**config.mk**
```make
export PLATFORM = sky130hd
export DESIGN_NAME = srs_reset_supervisor
export DESIGN_NICKNAME = d
export VERILOG_FILES = /design/src/verilog/srs_pkg.sv /design/src/verilog/srs_reset_supervisor.sv
export SDC_FILE = /design/constraint.sdc
export NUM_CORES = 1
export LEC_CHECK = 0
export BUFFER_PORTS_ARGS = -buffer_cell sky130_fd_sc_hd__buf_2
export CORE_MARGIN = 2
export CORE_UTILIZATION = 50
export DETAILED_ROUTE_END_ITERATION = 8
export PLACE_DENSITY = 0.76
export SYNTH_ARGS = -nofsm -noshare
export SYNTH_HDL_FRONTEND = slang
export SYNTH_SLANG_ARGS = --single-unit
```
**constraint.sdc**
```tcl
create_clock -name clk_i -period 2.66 [get_ports clk_i]
set_input_delay 0.399 -clock clk_i [delete_from_list [all_inputs] [get_ports clk_i]]
set_output_delay 0.399 -clock clk_i [all_outputs]
set_load 0.005 [all_outputs]
```
**src/verilog/srs_pkg.sv**
```systemverilog
package srs_pkg;
	// ************************************************
	// register map (word offsets on the plain port)
	// ************************************************
	localparam int ADDR_W = 4;
	localparam logic [3:0] REG_STATUS = 4'h0;
	localparam logic [3:0] REG_SWRST = 4'h1;
	localparam logic [3:0] REG_WDT_CTRL = 4'h2;
	localparam logic [3:0] REG_WDT_KICK = 4'h3;
	localparam logic [3:0] REG_LV_CFG = 4'h4;
	localparam logic [3:0] REG_BUZZ = 4'h5;
	localparam logic [3:0] REG_PWR = 4'h6;

	// status bit positions
	localparam int ST_PRECISE = 0;
	localparam int ST_PIN = 1;
	localparam int ST_SOFT = 2;
	localparam int ST_WDOG = 3;
	localparam int ST_DLOW = 4;
	localparam int ST_ALOW = 5;
	localparam int ST_AHIGH = 6;
	localparam int ST_W = 7;

	// control bit positions
	localparam int SW_GO = 0;
	localparam int SW_BLOCK = 1;
	localparam int WDT_EN = 0;
	localparam int LV_TRIP_W = 4;
	localparam int LV_DTRIP = 0;
	localparam int LV_ATRIP = 4;
	localparam int LV_DRST = 8;
	localparam int LV_ARST = 9;
	localparam int PWR_AREG_OFF = 0;

	// trip code: 0 means 1.70 V, step 250 mV, 15 means 5.45 V
	localparam logic [3:0] LV_TRIP_RST = 4'h0;
	localparam logic [15:0] BUZZ_RST = 16'h03e8;
	localparam logic [31:0] WDT_RST = 32'h0000ffff;

	// timing
	localparam int CLK_MHZ = 50;
	localparam int POR_MIN_NS = 150;
	localparam int POR_MIN_CYC = (POR_MIN_NS * CLK_MHZ + 999) / 1000;
	localparam int BUZZ_ON_CYC = 4;
	localparam int CNT_W = 16;
endpackage

```
**src/verilog/srs_reset_supervisor.sv**
```systemverilog
`timescale 1ns/100ps
// Function
// - system reset clears processor, peripherals and their registers, except status and watchdog enable.
// - readable status register records reset causes and monitor interrupts.
// - power-on reset empties the status register.
// - power-on trip gives reset pulse at least 150 ns, longer while ramping.
// - after boot the power-on monitor is off; precise monitor takes over.
// - precise monitor trip gives the same reset as power-on.
// - digital precise half cannot be disabled; analog regulator off disables analog half.
// - precise monitor off in sleep and hibernate, except during sleep buzz.
// - low-voltage monitors take programmable trip setting in 250 mV steps.
// - high-voltage monitor uses one fixed 5.75 V trip level.
// - each low-voltage monitor may reset instead of interrupting.
// - supply monitors stay disabled until power-on reset finishes.
// - sleep buzz interrupt first wakes device, then presents the interrupt.
// - external pin low holds reset, same response as power-on, has pull-up.
// - external pin resets in sleep and hibernate too.
// - software reset bit, from processor or DMA, resets like power-on.
// - separate bit blocks the software reset bit.
// - enabled watchdog resets when not restarted within timeout.
// - power-on reset leaves watchdog disabled; software sets enable bit.
// - watchdog enable is sticky; only power-on reset clears it.
module srs_reset_supervisor
	import srs_pkg::*;
#(
	parameter int RELEASE_CYC = 2
) (
	input wire logic clk_i,
	input wire logic nrst_i,
	input wire logic power_on_trip_i,
	input wire logic supply_ramping_i,
	input wire logic precise_dig_trip_i,
	input wire logic precise_ana_trip_i,
	input wire logic external_reset_pin_n_i,
	input wire logic [3:0] vddd_level_i,
	input wire logic [3:0] vdda_level_i,
	input wire logic vdda_over_i,
	input wire logic sleep_i,
	input wire logic hibernate_i,
	input wire logic [ADDR_W-1:0] addr_i,
	input wire logic [31:0] wdata_i,
	input wire logic wr_i,
	input wire logic rd_i,
	output logic [31:0] rdata_o,
	output logic sys_reset_n_o,
	output logic power_on_enable_o,
	output logic precise_dig_enable_o,
	output logic precise_ana_enable_o,
	output logic monitor_enable_o,
	output logic external_reset_pullup_o,
	output logic wake_req_o,
	output logic supply_irq_o
);
	// ************************************************
	// input synchronisers
	// ************************************************
	logic [10:0] sync1;
	logic [10:0] sync2;
	logic [3:0] dl1;
	logic [3:0] dl2;
	logic [3:0] al1;
	logic [3:0] al2;
	wire [10:0] raw_in = {power_on_trip_i, supply_ramping_i, precise_dig_trip_i, precise_ana_trip_i,
		external_reset_pin_n_i, vdda_over_i, sleep_i, hibernate_i, 3'h0};

	// two flops on every pin-side input
	// pin reset value is high so no false pin reset follows nrst_i
	// level codes reset to full scale so no false low-voltage event
	// every source is a level, so two cycles of latency cost nothing
	always_ff @(posedge clk_i or negedge nrst_i) begin
		if (!nrst_i) begin
			sync1 <= 11'h040;
			sync2 <= 11'h040;
			dl1 <= 4'hf;
			dl2 <= 4'hf;
			al1 <= 4'hf;
			al2 <= 4'hf;
		end else begin
			sync1 <= raw_in;
			sync2 <= sync1;
			dl1 <= vddd_level_i;
			dl2 <= dl1;
			al1 <= vdda_level_i;
			al2 <= al1;
		end
	end

	// only the second flop of each chain is read below
	// bits 2..0 of the chains are spare and stay zero
	wire pon_s = sync2[10];
	wire ramp_s = sync2[9];
	wire prec_d_s = sync2[8];
	wire prec_a_s = sync2[7];
	wire pin_n_s = sync2[6];
	wire ahv_s = sync2[5];
	wire sleep_s = sync2[4];
	wire hib_s = sync2[3];

	// ************************************************
	// registers
	// ************************************************
	logic [ST_W-1:0] status;
	logic sw_block;
	logic sw_go;
	logic wdt_en;
	logic [31:0] wdt_timeout;
	logic [31:0] wdt_cnt;
	logic [LV_TRIP_W-1:0] dtrip;
	logic [LV_TRIP_W-1:0] atrip;
	logic d_rst_mode;
	logic a_rst_mode;
	logic areg_off;
	logic [CNT_W-1:0] buzz_period;
	logic [CNT_W-1:0] buzz_cnt;
	logic [2:0] buzz_on;
	logic booted;
	logic [7:0] por_cnt;
	logic [7:0] rel_cnt;
	logic irq_pending;

	// write decode
	// unmapped addresses match nothing, so writes there are dropped
	// control register writes are also ignored while the system is held in reset; status clears and watchdog enable writes still act
	wire wr_status = wr_i && (addr_i == REG_STATUS);
	wire wr_swrst = wr_i && (addr_i == REG_SWRST);
	wire wr_wdt = wr_i && (addr_i == REG_WDT_CTRL);
	wire wr_kick = wr_i && (addr_i == REG_WDT_KICK);
	wire wr_lv = wr_i && (addr_i == REG_LV_CFG);
	wire wr_buzz = wr_i && (addr_i == REG_BUZZ);
	wire wr_pwr = wr_i && (addr_i == REG_PWR);

	// ************************************************
	// power-on pulse and boot hand-off
	// ************************************************
	// power-on event: full reset, status and watchdog enable cleared
	// a trip after boot is ignored here; the precise monitor owns supervision then
	wire por_event = !booted ? pon_s : 1'b0;
	// minimum width counted in clocks, stretched while any supply still ramps
	wire por_pulse = (por_cnt != 8'h00) || ramp_s && !booted;
	wire por_active = por_event || por_pulse;

	// buzz window in sleep
	// the precise monitor is only trusted while awake or inside a buzz window
	wire buzzing = sleep_s && (buzz_on != 3'h0);
	wire prec_window = booted && (!(sleep_s || hib_s) || buzzing);
	// analog half drops out with the analog regulator; digital half always counts
	wire prec_trip = prec_window && (prec_d_s || (prec_a_s && !areg_off));
	// supply monitors stay dark until boot, and in hibernate
	wire mon_window = booted && !hib_s && (!sleep_s || buzzing);

	// low-voltage compare on trip codes, high-voltage is fixed comparator
	// a level code at or below the trip code counts as low
	wire dlv = mon_window && (dl2 <= dtrip);
	wire alv = mon_window && (al2 <= atrip);
	wire ahv = mon_window && ahv_s;
	wire lv_reset = (dlv && d_rst_mode) || (alv && a_rst_mode);

	// pin is already synchronised; low means asserted
	wire pin_act = !pin_n_s;
	// block bit masks the go bit without clearing it
	wire soft_act = sw_go && !sw_block;
	// counter stops at the limit, so the source holds until reset clears it
	wire wdog_act = wdt_en && (wdt_cnt >= wdt_timeout);

	// any source holds reset; fresh sources restart release count
	wire any_src = por_active || prec_trip || pin_act || soft_act || wdog_act || lv_reset;

	// power-on pulse counter and boot flag
	always_ff @(posedge clk_i or negedge nrst_i) begin
		if (!nrst_i) begin
			por_cnt <= 8'(POR_MIN_CYC);
			booted <= 1'b0;
		end else if (pon_s && !booted) begin
			// a trip during the pulse restarts the minimum width
			por_cnt <= 8'(POR_MIN_CYC);
		end else begin
			if (por_cnt != 8'h00)
				por_cnt <= por_cnt - 8'h01;
			// boot ends once the pulse has run out and the monitor is quiet
			if (!por_pulse && !pon_s)
				booted <= 1'b1;
		end
	end

	// synchronous release after all sources drop
	// output is a flop so downstream logic never sees a glitch
	// a source that reappears during the count restarts it
	// the release count gives late sources time to show up
	// before the system is let go
	always_ff @(posedge clk_i or negedge nrst_i) begin
		if (!nrst_i) begin
			rel_cnt <= 8'h00;
			sys_reset_n_o <= 1'b0;
		end else if (any_src) begin
			rel_cnt <= 8'(RELEASE_CYC);
			sys_reset_n_o <= 1'b0;
		end else if (rel_cnt != 8'h00) begin
			rel_cnt <= rel_cnt - 8'h01;
		end else begin
			sys_reset_n_o <= 1'b1;
		end
	end

	wire in_reset = !sys_reset_n_o;

	// ************************************************
	// software controls
	// ************************************************
	// system reset returns registers to defaults; power-on alone touches wdt_en
	// the go bit clears itself through this reset, so one write gives one reset
	// the watchdog timeout can only be loaded while the watchdog is off
	// so a runaway program cannot stretch it once armed
	always_ff @(posedge clk_i or negedge nrst_i) begin
		if (!nrst_i) begin
			sw_block <= 1'b0;
			sw_go <= 1'b0;
			dtrip <= LV_TRIP_RST;
			atrip <= LV_TRIP_RST;
			d_rst_mode <= 1'b0;
			a_rst_mode <= 1'b0;
			areg_off <= 1'b0;
			buzz_period <= BUZZ_RST;
			wdt_timeout <= WDT_RST;
		end else if (in_reset) begin
			sw_block <= 1'b0;
			sw_go <= 1'b0;
			dtrip <= LV_TRIP_RST;
			atrip <= LV_TRIP_RST;
			d_rst_mode <= 1'b0;
			a_rst_mode <= 1'b0;
			areg_off <= 1'b0;
			buzz_period <= BUZZ_RST;
			wdt_timeout <= WDT_RST;
		end else begin
			if (wr_swrst) begin
				sw_block <= wdata_i[SW_BLOCK];
				sw_go <= wdata_i[SW_GO];
			end
			if (wr_lv) begin
				dtrip <= wdata_i[LV_DTRIP +: LV_TRIP_W];
				atrip <= wdata_i[LV_ATRIP +: LV_TRIP_W];
				d_rst_mode <= wdata_i[LV_DRST];
				a_rst_mode <= wdata_i[LV_ARST];
			end
			if (wr_pwr)
				areg_off <= wdata_i[PWR_AREG_OFF];
			if (wr_buzz)
				buzz_period <= wdata_i[CNT_W-1:0];
			if (wr_wdt && !wdt_en)
				wdt_timeout <= wdata_i;
		end
	end

	// watchdog enable and counter
	// enable is sticky: writes can only set it
	// counter is held at zero in reset and on every kick
	// counting stops at the limit so the reset source stays asserted
	// until the system reset zeroes it
	always_ff @(posedge clk_i or negedge nrst_i) begin
		if (!nrst_i) begin
			wdt_en <= 1'b0;
			wdt_cnt <= 32'h0;
		end else if (por_active) begin
			wdt_en <= 1'b0;
			wdt_cnt <= 32'h0;
		end else begin
			if (wr_wdt && wdata_i[WDT_EN])
				wdt_en <= 1'b1;
			if (in_reset || wr_kick || !wdt_en)
				wdt_cnt <= 32'h0;
			else if (wdt_cnt < wdt_timeout)
				wdt_cnt <= wdt_cnt + 32'h1;
		end
	end

	// buzz timer runs only in sleep
	// period comes from software; each expiry opens a short window
	// in which the monitors are powered and sampled
	always_ff @(posedge clk_i or negedge nrst_i) begin
		if (!nrst_i) begin
			buzz_cnt <= 16'h0;
			buzz_on <= 3'h0;
		end else if (!sleep_s) begin
			buzz_cnt <= 16'h0;
			buzz_on <= 3'h0;
		end else if (buzz_cnt >= buzz_period) begin
			buzz_cnt <= 16'h0;
			buzz_on <= 3'(BUZZ_ON_CYC);
		end else begin
			buzz_cnt <= buzz_cnt + 16'h1;
			if (buzz_on != 3'h0)
				buzz_on <= buzz_on - 3'h1;
		end
	end

	// ************************************************
	// status, wake and interrupt
	// ************************************************
	// low-voltage monitors in reset mode report as reset, not as interrupt
	// power-on itself leaves no cause behind: it empties the register
	// an event standing in the cycle of a clear survives it
	wire [ST_W-1:0] events = {ahv, alv && !a_rst_mode, dlv && !d_rst_mode, wdog_act, soft_act, pin_act, prec_trip};
	wire irq_src = ahv || (alv && !a_rst_mode) || (dlv && !d_rst_mode);

	// sticky causes; set wins over software clear
	always_ff @(posedge clk_i or negedge nrst_i) begin
		if (!nrst_i) begin
			status <= '0;
		end else if (por_active) begin
			status <= '0;
		end else if (wr_status) begin
			status <= (status & ~wdata_i[ST_W-1:0]) | events;
		end else begin
			status <= status | events;
		end
	end

	// interrupt held as wake request in sleep, presented once awake
	// a status write acknowledges it unless the source still stands
	// the pending flag survives the sleep to wake transition
	always_ff @(posedge clk_i or negedge nrst_i) begin
		if (!nrst_i) begin
			irq_pending <= 1'b0;
		end else if (in_reset) begin
			irq_pending <= 1'b0;
		end else if (irq_src) begin
			irq_pending <= 1'b1;
		end else if (wr_status) begin
			irq_pending <= 1'b0;
		end
	end

	assign wake_req_o = irq_pending && sleep_s;
	assign supply_irq_o = irq_pending && !sleep_s;

	// ************************************************
	// monitor enables and read port
	// ************************************************
	// power-on monitor runs only until boot completes
	assign power_on_enable_o = !booted;
	// no software bit reaches the digital enable
	assign precise_dig_enable_o = prec_window;
	assign precise_ana_enable_o = prec_window && !areg_off;
	assign monitor_enable_o = mon_window;
	assign external_reset_pullup_o = 1'b1;

	wire [31:0] rd_mux =
		(addr_i == REG_STATUS) ? {25'h0, status} :
		(addr_i == REG_SWRST) ? {30'h0, sw_block, sw_go} :
		(addr_i == REG_WDT_CTRL) ? {31'h0, wdt_en} :
		(addr_i == REG_WDT_KICK) ? wdt_cnt :
		(addr_i == REG_LV_CFG) ? {22'h0, a_rst_mode, d_rst_mode, atrip, dtrip} :
		(addr_i == REG_BUZZ) ? {16'h0, buzz_period} :
		(addr_i == REG_PWR) ? {31'h0, areg_off} : 32'h0;

	// read data one cycle after strobe
	// zero outside that cycle, so a stale read never lingers
	always_ff @(posedge clk_i or negedge nrst_i) begin
		if (!nrst_i)
			rdata_o <= 32'h0;
		else
			rdata_o <= rd_i ? rd_mux : 32'h0;
	end
endmodule

```
==> results.toml, run 1 <==
[status]
status = "complete, no violations"

[synth]
synthCells = 1040
ys_seq_elements = 203
synth_area_leader_cell = "dfrtp_1"
ys_seq_area_share_pct = 50.20
synth_flop_cell = "dfrtp_1"
synth_area_leaders = "dfrtp_1, dfstp_2, ha_1"
synth_fp_nets = 1159
synth-edff-count = 0
syn-cell-area_um2 = 10220
synth_top_cell_area_share_pct = 39.66
syn_area_per_cell_um2 = 9.829
synth_most_common_cell = "dfrtp_1"
ys.warnings.count = 0
synth.distinct_cells = 61
yosys-top-cells-count = "dfrtp_1, nand2_1, inv_1"
ys_async_sr_fraction_pct = 100.0

[floorplanning]
die_y_um = 147.0
pin_count = 96
dieArea_um2 = 21600
die_w_um = 147.0
start_util_pct = 50.68
coreArea_um2 = 20170
num_rows = 52

[power]
p_per_area_nw_per_um2 = 551.5
peakVddDrop_v = 0.0005549
p_leak_nw = 5.690

[place]
gp_congestion = 0.8878
port_buffers = 94
placed_cells = 1416
hpwl_um = 17390
placed_area_um2 = 11390

[grt]
grt_use_total_pct = 23.07
antenna_found_initial = 0
grtUsageMet1_pct = 31.89
grt_pass1_wl_um = 40940
grt_max_degree = 80
grt.met2_usage_pct = 38.33
grt.busiest_layer = "met2"
gr-total-overflow = 0
grt_pass1_vias = 8263
grtUsageMet3_pct = 2.981

[drt]
vias_per_cell = 5.701
ant_nets = 0
drtIter0Drc = 594
drt_first_pass_iters = 6
drt_wl_total_um = 25910
num_vias = 8460
drc = 0
wire_per_inst_um = 17.46

[worst_setup_path]
cp-startpoint = "wdt_timeout[13]$_DFFE_PN1P_"
crit_arrival_ps = 3060
regToRegSetupSlack_ps = 20
r2r_start = "wdt_timeout[13]$_DFFE_PN1P_"
reg2reg_depth = 9
regToRegEndpoint = "wdt_cnt[10]$_DFFE_PN0P_"
crit_path_end_kind = "register"
critical_path_required_ps = 3080
crit_path_max_fanout = 6
worst-setup-path-type = "register to register"
cp-start-kind = "register"

[hold_path]
hold_end = "wdt_timeout[22]$_DFFE_PN0P_"
min_path_type = "input port to register"
hp-start = "wdata_i[22]"
hold_depth = 3

[timing]
timing_hold_violations_final = 0
finalCritPeriodShare_pct = 99.12
fmaxAchievable_ghz = 0.3793
worstMarginPinSlew_ps = 645.5
fin_crit_ps = 2636
relSlewSlack_pct = 56.97
slew_violations = 0
skew_ps = 11.29
setup_viol = 0

[layout]
drive_gt1_share_pct = 24.22
stdcell_area_um2 = 12680
multi_input_area_um2 = 4873
area_growth_pct = 24.09
antenna_cells = 0
fillers = 1662
fin_cells = 1484
seq_area_um2 = 5132
fin_nets = 1318

[cts]
clk_path_buf_depth = 3
clkSinkCount = 203
clk_pin_slew_ps = 60
htree_levels = 1
cts_tree = "yes"
root_buffer = "clkbuf_16"
clk_latency_ps = 510
cts_buffers = 23

[flow_run]
maxCapViolations = 0
kinds of logic after synthesis:
kind of cell             share of synthesized area, %
flip-flops                                      50.20
other                                         0.03668
adder cells (fa/ha/maj)                         7.711
XOR/XNOR                                        2.142
multiplexers                                   0.4896
AND/OR/NAND/NOR                                 19.72
AO/OA/AOI/OAI                                   15.07
buffers and inverters                           4.639
layer usage:
layer	share of wire [%]	vias up	wire length (µm)
li1	-	4006	-
met1	43	4126	11180
met2	49	268	12610
met3	5.4	60	1401
met4	2.7	0	709
met5	0	-	0
timing repair:
action,4_1_cts,5_1_grt
gates resized for setup,1,42
buffers inserted,0,6
hold buffers,17,0
gates cloned,0,5
pin swaps,1,24
hold endpoints to repair,69,0
setup endpoints to repair,18,37
how the worst max path moves through the flow:
| stage | endpoint | cells past startpoint |
|---|---|---|
| final | wdt_cnt[10]$_DFFE_PN0P_ | 9 |
| after CTS | wdt_cnt[13]$_DFFE_PN0P_ | 9 |
| after floorplan | rel_cnt[1]$_DFFE_PN0P_ | 9 |
| after detailed placement | wdt_cnt[13]$_DFFE_PN0P_ | 9 |
| after global placement | wdt_cnt[9]$_DFFE_PN0P_ | 9 |
| after global routing | wdt_cnt[4]$_DFFE_PN0P_ | 10 |
flip-flops by register name (all words and copies together) (netlist names), 3 cells and up:
signal       flops
rdata_o         32
wdt_cnt         32
wdt_timeout     32
buzz_cnt        16
buzz_period     16
por_cnt          8
rel_cnt          8
sync1            8
sync2            8
status           7
al1              4
al2              4
atrip            4
dl1              4
dl2              4
dtrip            4
buzz_on          3
where the power goes:
| group | internal, mW | switching (mW) | leakage [nW] |
|---|---|---|---|
| sequential | 3.19 | 0.0832 | 2.62 |
| combinational | 0.251 | 0.352 | 2.71 |
| clock | 1.89 | 1.22 | 0.361 |
critical path, stage by stage (launching register included):
cell	delay, ps
dfstp_2	510
inv_1	60
ha_4	240
a21oi_2	140
nor2_1	50
a211o_1	290
o31a_4	440
buf_12	160
or4_1	480
a21oi_1	170
area by class of cell:
class	instances	area share, %
Sequential cell	203	40.46
Multi-Input combinational cell	716	38.42
Timing Repair Buffer	184	10.52
Clock buffer	34	5.179
Tap cell	270	2.663
Inverter	71	2.101
Clock inverter	6	0.6510
layout by cell type (no fill, tap or decap), types with 7 or more instances in the layout:
cell type	count
clkbuf_1	7
ha_4	8
o31ai_1	29
a21oi_2	14
inv_1	70
xor2_1	10
o21ai_0	13
dlygate4sd3_1	17
nor2b_1	12
nand3_1	41
buf_4	62
or4_4	10
dfstp_2	41
o211ai_1	24
a21oi_1	52
or4_1	19
o21ai_1	7
nand2_1	140
xnor2_1	15
buf_2	94
ha_1	55
clkbuf_16	27
nand4_1	19
nor2_1	43
a22oi_1	20
dfrtp_1	161
and3_1	29
nor3_1	30
a21boi_0	43
per-stage QoR:
step	util, %	setup slack, ps	hold slack (ps)	power (mW)	TNS (ps)
5_1_grt	62.89	-75.95	155.1	7.254	-1391
6_report	62.89	23.51	139.4	6.995	0
3_3_place_gp	56.45	20.38	333.9	3.886	0
3_5_place_dp	56.45	-33.22	334.7	3.899	-118.6
4_1_cts	61.00	21.79	127.3	7.039	0
2_1_floorplan	-	82.68	103.4	3.649	0
Power figures use the tool's default switching activity.
==> run 2: changes to the inputs <==
--- a/config.mk
+++ b/config.mk
@@ -9,7 +9,8 @@
 export CORE_MARGIN = 2
 export CORE_UTILIZATION = 50
 export DETAILED_ROUTE_END_ITERATION = 8
-export PLACE_DENSITY = 0.76
+export PLACE_DENSITY = 0.7
+export SKIP_CTS_REPAIR_TIMING = 1
 export SYNTH_ARGS = -nofsm -noshare
 export SYNTH_HDL_FRONTEND = slang
 export SYNTH_SLANG_ARGS = --single-unit
==> run 2 against run 1 <==
Against the previous run: flip-flop and latch count is the same; final area shrank 0.94%; global-route usage shrank 0.068 points; clock skew is essentially flat; non-clock buffer count shrank 9; clock power grew 6%; critical path type unchanged.
==> results.toml, run 2 (synthesis results as in run 1) <==
[worst_setup_path]
critical_path_required_ps = 3100
worst-setup-path-type = "register to register"
crit_arrival_ps = 3040
cp_slowest_cell = "dfstp_2"
crit_family = "compound AO/OA/AOI/OAI gates"
cp.buffers_inverters = 2
cp-startpoint = "wdt_timeout[5]$_DFFE_PN1P_"
r2r_start = "wdt_timeout[5]$_DFFE_PN1P_"
worstSetupEndpoint = "wdt_cnt[31]$_DFFE_PN0P_"
cpPeakStageDelay_ps = 510
reg2reg_depth = 9
crit_path_end_kind = "register"
crit_path_max_fanout = 6
crit_chain = "inv_1 -> ha_1 -> a21oi_2 -> o21ai_1 -> o2bb2ai_2 -> o31a_4 -> clkbuf_16 -> or4_1 -> a21oi_1"
cp-start-kind = "register"
regToRegSetupSlack_ps = 60
cp_num_cells = 9
regToRegEndpoint = "wdt_cnt[31]$_DFFE_PN0P_"

[layout]
fillers = 1699
antenna_cells = 0
drive_gt1_share_pct = 22.90
largestRegisters = "rdata_o x32, wdt_cnt x32, wdt_timeout x32"
fin_nets = 1308
final_common_cell = "dfrtp_1"
final_cell_mix = "dfrtp_1, nand2_1, buf_2"
area_growth_pct = 22.93
stdcell_area_um2 = 12570

[grt]
gr-total-overflow = 0
grt_pass1_vias = 7987
grt_max_degree = 80
antenna_found_initial = 0
grt_pass1_wl_um = 40650
grt_use_total_pct = 23.01

[drt]
wire_per_inst_um = 17.20
drc = 0
num_vias = 8368
drtIter0Drc = 598
drt_wl_total_um = 25370
ant_nets = 0
drt_first_pass_iters = 5
vias_per_cell = 5.673

[floorplanning]
die_y_um = 147.0
coreArea_um2 = 20170
num_rows = 52
dieArea_um2 = 21600
die_w_um = 147.0
pin_count = 96
start_util_pct = 50.68

[timing]
holdWs_ps = 124.1
relSlewSlack_pct = 52.17
finalCritPeriodShare_pct = 97.75
worstMarginPinSlew_ps = 713.6
slew_violations = 0
fmaxAchievable_ghz = 0.3846
fin_crit_ps = 2600
skew_ps = 11.53
setup_viol = 0
timing_hold_violations_final = 0

[power]
internal_power_mw = 5.450
switching_share_pct = 24.15
p_leak_nw = 5.641
p_clk_share_pct = 46.0
peakVddDrop_v = 0.0005722
combPwrFrac_pct = 8.4
seqPwrFrac_pct = 45.5
power.switching_mw = 1.735
p_per_area_nw_per_um2 = 571.8

[cts]
clk_latency_ps = 520
clk_path_buf_depth = 3
clk_pin_slew_ps = 70
htree_levels = 1
cts_tree = "yes"
clkSinkCount = 203
cts_buffers = 22
root_buffer = "clkbuf_16"

[flow_run]
maxCapViolations = 0

[place]
gp_congestion = 0.8514
placed_area_um2 = 11340
port_buffers = 94
hpwl_um = 17270

[hold_path]
min_path_type = "input port to register"

[status]
status = "complete, no violations"
run 2: changes by cell type in the layout (fill, tap and decap cells not counted), sizes merged:
cell      previous run  this run
bufinv               2         4
clkinv               3         5
clkbuf              39        32
buf                162       154
clkinvlp             1         3
run 2: power by group through the flow:
stage	sequential [mW]	clock, mW	combinational (mW)
after floorplan	3.29	0	0.359
after global placement	3.32	0	0.576
after detailed placement	3.33	0	0.583
after CTS	3.27	3.35	0.588
after global routing	3.29	3.49	0.682
final	3.27	3.31	0.606
run 2: cell type report:
type / count / area, µm² / share of cell area [%]
flip-flops and latches: 203 / 5132 / 40.84
multi-input cells: 716 / 4807 / 38.26
repair buffers: 175 / 1236 / 9.838
clock buffers: 28 / 603.1 / 4.799
well taps: 270 / 337.8 / 2.688
inverters: 71 / 266.5 / 2.121
clock inverters: 12 / 182.7 / 1.454
run 2: per-layer routing:
metal | vias up | GRT usage [%] | wire length, µm
met5 | - | 0 | 0
met4 | 0 | 5.769 | 444
met3 | 39 | 3.137 | 1663
met2 | 260 | 36.31 | 11730
met1 | 4075 | 33.87 | 11540
li1 | 3994 | - | -
run 2: through the flow:
| step | setup WS (ps) | setup TNS, ps | instances | power [mW] | util (%) |
|---|---|---|---|---|---|
| after detailed placement | -44.94 | -418.4 | 1412 | 3.909 | 56.24 |
| after global routing | -60.24 | -752.7 | 1475 | 7.461 | 62.30 |
| final | 59.84 | 0 | 1475 | 7.185 | 62.30 |
| after global placement | 24.91 | 0 | 1412 | 3.900 | 56.24 |
| after CTS | -62.32 | -645.8 | 1452 | 7.214 | 60.14 |
| after floorplan | 82.68 | 0 | 1040 | 3.649 | - |
run 2: worst min-delay path by stage:
stage,startpoint,slack (ps),endpoint,cells past startpoint
detailed placement,sync1[10]$_DFF_PN0_,340,sync2[10]$_DFF_PN0_,0
finish,wdata_i[20],120,wdt_timeout[20]$_DFFE_PN0P_,3
CTS,nrst_i,-60,wdt_timeout[23]$_DFFE_PN0P_,1
global placement,sync1[3]$_DFF_PN0_,330,sync2[3]$_DFF_PN0_,0
global route,wdata_i[22],120,wdt_timeout[22]$_DFFE_PN0P_,3
floorplan,nrst_i,100,a_rst_mode$_DFFE_PN0P_,0
run 2: worst register-to-register path: cells and delay by family, from the launching register on:
family                   cells  cell delay, ps
AO/OA/AOI/OAI                5             960
flip-flops                   1             510
AND/OR/NAND/NOR              1             510
adder cells (fa/ha/maj)      1             320
buffers and inverters        2             230
